`src/rtl/acr_pkg.sv`:
```
package acr_pkg;
	// Register addresses on the plain register port
	localparam logic [7:0] ADDR_RESULT_LOW  = 8'h78;
	localparam logic [7:0] ADDR_RESULT_HIGH = 8'h79;
	localparam logic [7:0] ADDR_CTRL        = 8'h7A;
	localparam logic [7:0] ADDR_SELECT      = 8'h7C;

	// Reset values
	localparam logic [7:0] CTRL_RESET   = 8'h00;
	localparam logic [7:0] SELECT_RESET = 8'h00;

	// Control and status field positions
	localparam int CTRL_ENABLE_BIT = 7;
	localparam int CTRL_START_BIT  = 6;
	localparam int CTRL_AUTO_BIT   = 5;
	localparam int CTRL_FLAG_BIT   = 4;
	localparam int CTRL_IRQ_BIT    = 3;
	localparam int CTRL_PRESC_LSB  = 0;

	// Input and reference select field positions
	localparam int SEL_REF_LSB   = 6;
	localparam int SEL_LEFT_BIT  = 5;
	localparam int SEL_CHAN_LSB  = 0;

	// Reference encodings
	localparam logic [1:0] REF_EXTERNAL = 2'h0;
	localparam logic [1:0] REF_SUPPLY   = 2'h1;
	localparam logic [1:0] REF_RESERVED = 2'h2;
	localparam logic [1:0] REF_INTERNAL = 2'h3;

	// Channel encodings with special meaning
	localparam logic [4:0] CHAN_BANDGAP = 5'h1E;
	localparam logic [4:0] CHAN_GROUND  = 5'h1F;

	// Conversion lengths in converter clocks
	localparam logic [4:0] FIRST_CONV_CLOCKS  = 5'h19;
	localparam logic [4:0] NORMAL_CONV_CLOCKS = 5'h0D;

	// Result code limits
	localparam int          CODE_W   = 11;
	localparam logic [9:0]  SE_MAX   = 10'h3FF;
	localparam logic [9:0]  DIFF_MAX = 10'h1FF;
	localparam logic [9:0]  DIFF_MIN = 10'h200;

	// Conversion sequencer states, one-hot
	typedef enum logic [2:0] {
		ST_IDLE = 3'h1,
		ST_RUN  = 3'h2,
		ST_POST = 3'h4
	} acr_state_t;
endpackage

```
`src/rtl/acr_top.sv`:
```
`timescale 1ns/10ps
module acr_top (
	input  wire logic                      mclk,
	input  wire logic                      rst,
	input  wire logic [7:0]                addr,
	input  wire logic [7:0]                wdata,
	input  wire logic                      wr,
	input  wire logic                      rd,
	output logic      [7:0]                rdata,
	input  wire logic                      irq_ack,
	output logic                           irq_request,
	input  wire logic [acr_pkg::CODE_W-1:0] core_code,
	output logic                           core_power,
	output logic                           core_run,
	output logic                           core_first,
	output logic                           core_sample,
	output logic      [1:0]                core_ref,
	output logic      [4:0]                core_channel,
	output logic                           core_diff
);
	import acr_pkg::*;

	// Control and status fields
	logic             enable;
	logic             auto_trig;
	logic             irq_en;
	logic             done_flag;
	logic [2:0]       presc;
	// Select register fields
	logic [1:0]       ref_field;
	logic             left_align;
	logic [4:0]       chan_field;
	// Sequencer
	acr_state_t       state;
	logic             first_pending;
	logic [4:0]       conv_len;
	logic [4:0]       tick_cnt;
	logic [6:0]       div_cnt;
	logic             tick;
	logic             busy;
	// Result storage
	logic [9:0]       raw;
	logic             lock;
	// Decoded strobes
	logic             wr_ctrl;
	logic             wr_sel;
	logic             rd_low;
	logic             rd_high;
	logic             start_req;
	logic             abort;
	logic             finish;

	// Differential when top bit set, except bandgap and ground
	function automatic logic chan_is_diff(input logic [4:0] ch);
		return ch[4] && (ch != CHAN_BANDGAP) && (ch != CHAN_GROUND);
	endfunction
	// Divider mask; selections 0 and 1 both divide by two
	function automatic logic [6:0] presc_mask(input logic [2:0] sel);
		case (sel)
			3'h0, 3'h1: return 7'h01;
			3'h2:       return 7'h03;
			3'h3:       return 7'h07;
			3'h4:       return 7'h0F;
			3'h5:       return 7'h1F;
			3'h6:       return 7'h3F;
			default:    return 7'h7F;
		endcase
	endfunction
	// Clamp the raw core value into the 10-bit encoding
	function automatic logic [9:0] fmt(input logic [CODE_W-1:0] c,
			input logic diff);
		if (diff && ($signed(c) > $signed(11'h1FF)))
			return DIFF_MAX;
		if (diff && ($signed(c) < $signed(11'h600)))
			return DIFF_MIN;
		if (!diff && c[10])
			return SE_MAX;
		return c[9:0];
	endfunction
	// Byte views of the stored result
	function automatic logic [7:0] low_view(input logic [9:0] r,
			input logic left);
		return left ? {r[1:0], 6'h00} : r[7:0];
	endfunction
	function automatic logic [7:0] high_view(input logic [9:0] r,
			input logic left);
		return left ? r[9:2] : {6'h00, r[9:8]};
	endfunction
	// Address decode of the strobes
	assign wr_ctrl = wr && (addr == ADDR_CTRL);
	assign wr_sel  = wr && (addr == ADDR_SELECT);
	assign rd_low  = rd && (addr == ADDR_RESULT_LOW);
	assign rd_high = rd && (addr == ADDR_RESULT_HIGH);
	// Start only from idle with enable set in the same write
	assign start_req = wr_ctrl && wdata[CTRL_START_BIT] &&
		wdata[CTRL_ENABLE_BIT] && (state == ST_IDLE);
	assign abort  = (state == ST_RUN) && wr_ctrl &&
		!wdata[CTRL_ENABLE_BIT];
	assign tick   = (state == ST_RUN) &&
		((div_cnt & presc_mask(presc)) == presc_mask(presc));
	assign finish = tick && (tick_cnt == 5'(conv_len - 5'h01)) &&
		!abort;
	assign busy   = (state != ST_IDLE);
	assign core_sample = finish;
	assign core_run    = (state == ST_RUN);
	assign core_power  = enable;
	assign irq_request = done_flag && irq_en;
	// Control fields; reset clears them all
	always_ff @(posedge mclk) begin
		if (rst) begin
			enable    <= CTRL_RESET[CTRL_ENABLE_BIT];
			auto_trig <= CTRL_RESET[CTRL_AUTO_BIT];
			irq_en    <= CTRL_RESET[CTRL_IRQ_BIT];
			presc     <= CTRL_RESET[CTRL_PRESC_LSB +: 3];
		end else if (wr_ctrl) begin
			enable    <= wdata[CTRL_ENABLE_BIT];
			auto_trig <= wdata[CTRL_AUTO_BIT];
			irq_en    <= wdata[CTRL_IRQ_BIT];
			presc     <= wdata[CTRL_PRESC_LSB +: 3];
		end
	end
	// Select register; stored as written, reserved code too
	always_ff @(posedge mclk) begin
		if (rst) begin
			ref_field  <= SELECT_RESET[SEL_REF_LSB +: 2];
			left_align <= SELECT_RESET[SEL_LEFT_BIT];
			chan_field <= SELECT_RESET[SEL_CHAN_LSB +: 5];
		end else if (wr_sel) begin
			ref_field  <= wdata[SEL_REF_LSB +: 2];
			left_align <= wdata[SEL_LEFT_BIT];
			chan_field <= wdata[SEL_CHAN_LSB +: 5];
		end
	end
	// Sequencer; abort beats a finish in the same cycle
	always_ff @(posedge mclk) begin
		if (rst) begin
			state <= ST_IDLE;
		end else begin
			case (state)
				ST_IDLE: begin
					if (start_req)
						state <= ST_RUN;
				end
				ST_RUN: begin
					if (abort)
						state <= ST_IDLE;
					else if (finish)
						state <= ST_POST;
				end
				ST_POST: state <= ST_IDLE;
				default: state <= ST_IDLE;
			endcase
		end
	end
	// First conversion after enabling runs long for core init
	always_ff @(posedge mclk) begin
		if (rst) begin
			first_pending <= 1'b0;
		end else if (start_req) begin
			first_pending <= 1'b0;
		end else if (wr_ctrl && wdata[CTRL_ENABLE_BIT] && !enable) begin
			first_pending <= 1'b1;
		end
	end
	// Length latched at start
	always_ff @(posedge mclk) begin
		if (rst) begin
			conv_len   <= NORMAL_CONV_CLOCKS;
			core_first <= 1'b0;
		end else if (start_req) begin
			conv_len   <= (first_pending || !enable) ?
				FIRST_CONV_CLOCKS : NORMAL_CONV_CLOCKS;
			core_first <= first_pending || !enable;
		end
	end
	// Prescaler restarts at each start for a fixed phase
	always_ff @(posedge mclk) begin
		if (rst || start_req || !enable)
			div_cnt <= 7'h00;
		else
			div_cnt <= 7'(div_cnt + 7'h01);
	end
	// Converter clocks elapsed in this conversion
	always_ff @(posedge mclk) begin
		if (rst || start_req)
			tick_cnt <= 5'h00;
		else if (tick)
			tick_cnt <= 5'(tick_cnt + 5'h01);
	end
	// Selection follows the register only while idle
	always_ff @(posedge mclk) begin
		if (rst) begin
			core_ref     <= REF_EXTERNAL;
			core_channel <= 5'h00;
			core_diff    <= 1'b0;
		end else if (state == ST_IDLE) begin
			// Reserved code must not drive a real switch
			core_ref     <= (ref_field == REF_RESERVED) ?
				REF_EXTERNAL : ref_field;
			core_channel <= chan_field;
			core_diff    <= chan_is_diff(chan_field);
		end
	end
	// Result capture; discarded while the pair is locked
	always_ff @(posedge mclk) begin
		if (rst)
			raw <= 10'h000;
		else if (finish && !lock)
			raw <= fmt(core_code, core_diff);
	end
	// Low read locks, high read releases
	always_ff @(posedge mclk) begin
		if (rst)
			lock <= 1'b0;
		else if (rd_high)
			lock <= 1'b0;
		else if (rd_low)
			lock <= 1'b1;
	end
	// Completion flag; a set beats a clear in the same cycle
	always_ff @(posedge mclk) begin
		if (rst)
			done_flag <= 1'b0;
		else if (state == ST_POST)
			done_flag <= 1'b1;
		else if (irq_ack || (wr_ctrl && wdata[CTRL_FLAG_BIT]))
			done_flag <= 1'b0;
	end
	// Read data valid only in the cycle after the strobe
	always_ff @(posedge mclk) begin
		if (rst || !rd) begin
			rdata <= 8'h00;
		end else begin
			case (addr)
				ADDR_RESULT_LOW:
					rdata <= low_view(raw, left_align);
				ADDR_RESULT_HIGH:
					rdata <= high_view(raw, left_align);
				ADDR_CTRL:
					rdata <= {enable, busy, auto_trig, done_flag,
						irq_en, presc};
				ADDR_SELECT:
					rdata <= {ref_field, left_align, chan_field};
				default:
					rdata <= 8'h00;
			endcase
		end
	end
	property p_flag_after_result;
		@(posedge mclk) disable iff (rst)
		finish && !lock |=> raw == fmt($past(core_code), core_diff)
			##1 done_flag && !busy;
	endproperty
	a_flag_after_result: assert property (p_flag_after_result)
		else $error("flag not one cycle after result");
	property p_abort;
		@(posedge mclk) disable iff (rst)
		abort |=> !busy && $stable(raw) ##1 !$rose(done_flag);
	endproperty
	a_abort: assert property (p_abort)
		else $error("abort updated result or flag");
	property p_lock_hold;
		@(posedge mclk) disable iff (rst)
		lock && !rd_high |=> $stable(raw);
	endproperty
	a_lock_hold: assert property (p_lock_hold)
		else $error("locked result changed");
	property p_sel_stable;
		@(posedge mclk) disable iff (rst)
		state == ST_RUN |=> $stable(core_ref) && $stable(core_channel);
	endproperty
	a_sel_stable: assert property (p_sel_stable)
		else $error("selection changed mid-conversion");
	property p_len;
		@(posedge mclk) disable iff (rst)
		finish |-> conv_len == (core_first ?
			FIRST_CONV_CLOCKS : NORMAL_CONV_CLOCKS);
	endproperty
	a_len: assert property (p_len)
		else $error("wrong conversion length");
	property p_align;
		@(posedge mclk) disable iff (rst)
		rd_low && left_align |=> rdata == {$past(raw[1:0]), 6'h00};
	endproperty
	a_align: assert property (p_align)
		else $error("left aligned low byte wrong");
	property p_diff_sat;
		@(posedge mclk) disable iff (rst)
		finish && !lock && core_diff && core_code == 11'h200
			|=> raw == DIFF_MAX;
	endproperty
	a_diff_sat: assert property (p_diff_sat)
		else $error("differential full scale not saturated");
	property p_se_ground;
		@(posedge mclk) disable iff (rst)
		finish && !lock && !core_diff && core_code == 11'h000
			|=> raw == 10'h000;
	endproperty
	a_se_ground: assert property (p_se_ground)
		else $error("ground did not read zero");
	property p_no_reserved;
		@(posedge mclk) disable iff (rst)
		core_ref != REF_RESERVED;
	endproperty
	a_no_reserved: assert property (p_no_reserved)
		else $error("reserved reference driven to core");
	property p_flag_clear;
		@(posedge mclk) disable iff (rst)
		wr_ctrl && wdata[CTRL_FLAG_BIT] && state != ST_POST
			|=> !done_flag;
	endproperty
	a_flag_clear: assert property (p_flag_clear)
		else $error("flag not cleared by write of one");
endmodule

```
`config.mk`:
```
export PLATFORM = sky130hd
export DESIGN_NAME = acr_top
export DESIGN_NICKNAME = d
export VERILOG_FILES = /design/src/rtl/acr_pkg.sv /design/src/rtl/acr_top.sv
export SDC_FILE = /design/constraint.sdc
export NUM_CORES = 1
export LEC_CHECK = 0
export BUFFER_PORTS_ARGS = -buffer_cell sky130_fd_sc_hd__clkbuf_2
export CAP_MARGIN = 10
export CORE_UTILIZATION = 58
export DETAILED_ROUTE_END_ITERATION = 6
export PLACE_DENSITY = 0.81
export SKIP_CTS_REPAIR_TIMING = 1
export SLEW_MARGIN = 20
export SYNTH_ARGS = -nofsm -noshare
export SYNTH_HDL_FRONTEND = slang
export SYNTH_SLANG_ARGS = --single-unit
```
`constraint.sdc`:
```
create_clock -name mclk -period 3.7 [get_ports mclk]
set_input_delay 0.185 -clock mclk [delete_from_list [all_inputs] [get_ports mclk]]
set_output_delay 0.185 -clock mclk [all_outputs]
set_load 0.05 [all_outputs]
```
==> summary.md <==
| Metric | Value |
|---|---|
| Outcome | `complete, no violations` |
| Final hold vios | `0` |
| Cell Rows | `24` |
| Area of the multi-input gates | `1338 um2` |
| Critical path class | `reg2out` |
| Clock slew at reported path FFs | `70 ps` |
| Hpwl dp | `4479 um` |
| Crit end category | `output port` |
| H-tree Lvls | `3` |
| Clk buf depth | `2` |
| Fin Hold WS | `62.16 ps` |
| Final slew viol count | `0` |
| PortBufs | `52` |
| Async set or reset register ratio after synthesis | `0%` |
| Die width | `69.50 um` |
| Clk Latency, worst-skew pair | `350 ps` |
| WP data required | `3510 ps` |
| Starting Density | `60.69%` |
| Final WL | `6267 um` |
| TNS Setup | `0 ps` |
| Most common flop cell mapped by yosys | `dfxtp_1` |
| Largest net degree at the start of global routing | `39` |
| Nets | `409` |
| Reg area | `1201 um2` |
| Clock Sinks | `60` |
| CTS buffer count | `9` |
| Pre-antenna DRT Iters | `5` |
| Post-Syn Area | `2643 um2` |
| Total track usage | `27.49%` |
| Area grow syn2layout | `19.22%` |
| CP startpoint kind | `flip-flop` |
| HP Class | `in2reg` |
| Core Area | `4354 um2` |
| Vias in the first global route | `2228` |
| Netlist cell types | `47` |
| Setup WS post-layout | `1072 ps` |
| Post-route DRC | `0` |
| Setup Skew | `7.404 ps` |
| Tightest Pin Transition | `1009 ps` |
| Largest area contributor in the netlist | `dfxtp_1` |
| CTS root buf | `clkbuf_8` |
| VDD IR-drop max | `268.8 uV` |
| Ant. Diodes | `0` |
| Initial drt markers | `170` |
| CTS tree | `done` |
| Commonest non-fill, non-tap cell in the layout | `nand2_1` |
| Net count after synthesis | `358` |
| Leak | `1.158 nW` |
| Layout cells sized above 1 | `21.11%` |
| RSZ-0062 raised after global routing | `no` |
| Syn avg cell area | `8.181 um2` |
| DR vias/cell | `5.698` |
| RePlAce Congestion | `0.9214` |
| Synth Instances | `323` |
| I/O pin count | `53` |
| Routed WL per cell | `14.54 um` |
| Period utilization | `71.02%` |
| Final Setup Violations | `0` |
| Grt ovf | `0` |
| Yosys reg bits | `60` |
| PwrDens | `427.3 nW/um2` |
| Top area cells in the synthesized netlist | `dfxtp_1 (45%), nand2_1 (10%), a21oi_1 (9.1%)` |
| Chip Height | `69.50 um` |
| CP arrival | `2440 ps` |
| # fillers | `352` |
| Synth Warn # | `0` |
| F_max | `380.6 MHz` |
| Sequential-to-total area share from yosys stat | `45.45%` |
| Post-synth EDFFs | `0` |
| Post-synth top area share | `45.45%` |
| Max-cap violations | `0` |
| Via count of the routed design | `2456` |
| Slew margin rel. | `31.64%` |
| First-pass GRT wire length | `10230 um` |
| Initial antenna violation count | `0` |
| Tmin final | `2628 ps` |
| Most frequent cells in the layout | `nand2_1 (71), dfxtp_1 (60), clkbuf_2 (52)` |
| DP Worst Slack | `1403 ps` |
| Crit-path max FO | `9` |
| ANT nets after route | `0` |
| Die Area | `4830 um2` |
-- synth_stat cells (all sizes together) (2+ instances only) --
| master | n |
|---|---|
| buf | 5 |
| a21o | 2 |
| clkbuf | 9 |
| xor2 | 4 |
| o31ai | 2 |
| a31oi | 5 |
| dfxtp | 60 |
| nor2 | 16 |
| nor4 | 4 |
| nand2b | 5 |
| and3 | 5 |
| a211oi | 9 |
| a22oi | 8 |
| nand3 | 10 |
| or4 | 2 |
| and2 | 3 |
| or2 | 2 |
| mux2i | 2 |
| xnor2 | 3 |
| a21oi | 48 |
| nor3b | 4 |
| ha | 3 |
| inv | 13 |
| a221oi | 2 |
| nand2 | 71 |
| o21ai | 6 |
| nor3 | 4 |
| mux2 | 2 |
-- final cells by class --
type / instances / share of cell area (%)
Clock buffer: 12 / 4.607
Clock inverter: 4 / 2.303
Inverter: 14 / 1.708
Multi-Input combinational cell: 235 / 42.45
Sequential cell: 60 / 38.13
Tap cell: 52 / 2.065
Timing Repair Buffer: 54 / 8.737
-- per-stage QoR --
step | cells | total power, mW | utilization [%] | instance area, um2
detailed placement | 414 | 0.7043 | 67.07 | 2920
floorplan | 323 | 0.6809 | - | 2643
finish | 431 | 1.346 | 72.36 | 3151
global route | 431 | 1.383 | 72.36 | 3151
global placement | 414 | 0.7043 | 67.07 | 2920
CTS | 430 | 1.347 | 72.07 | 3138
-- worst paths after layout --
kind,startpoint,end,slack (ps),cells past startpoint
worst min-delay path,wdata[3],irq_en,60,3
worst max-delay path,state[1],core_sample,1070,6
worst min register to register,core_ref[1],core_ref[1],450,2
worst max register to register,state[1],raw[8],1410,6
-- registers in the layout (all words and copies together) (netlist names), 2 cells and up --
signal	count
rdata	8
core_ref	2
ref_field	2
raw	10
core_channel	5
conv_len	2
presc	3
state	3
div_cnt	7
tick_cnt	5
chan_field	5
-- cell families after synthesis --
kind of cell,share of synthesized area (%)
AND/OR/NAND/NOR,24.01
AO/OA/AOI/OAI,21.07
flip-flops,45.45
buffers and inverters,4.119
XOR/XNOR,2.320
multiplexers,1.610
adder cells (fa/ha/maj),1.421
-- critical path: stages (launching register included) --
cell,delay (ps)
dfxtp_1,390
or3b_4,430
clkinv_2,80
o2111ai_2,130
a221o_1,430
nor3_1,300
clkbuf_2,330
-- routing by layer --
layer  GRT usage (%)  part of all wire [%]
met4           14.97                   3.1
met5               0                     0
met2           42.29                    46
met3           7.849                   6.5
met1           34.77                    45
-- power by group --
group          switching (mW)  internal, mW  leakage (nW)
Combinational          0.0263        0.0177         0.568
Sequential           0.000395         0.646         0.483
Clock                   0.259         0.397         0.107
Power figures use the tool's default switching activity.
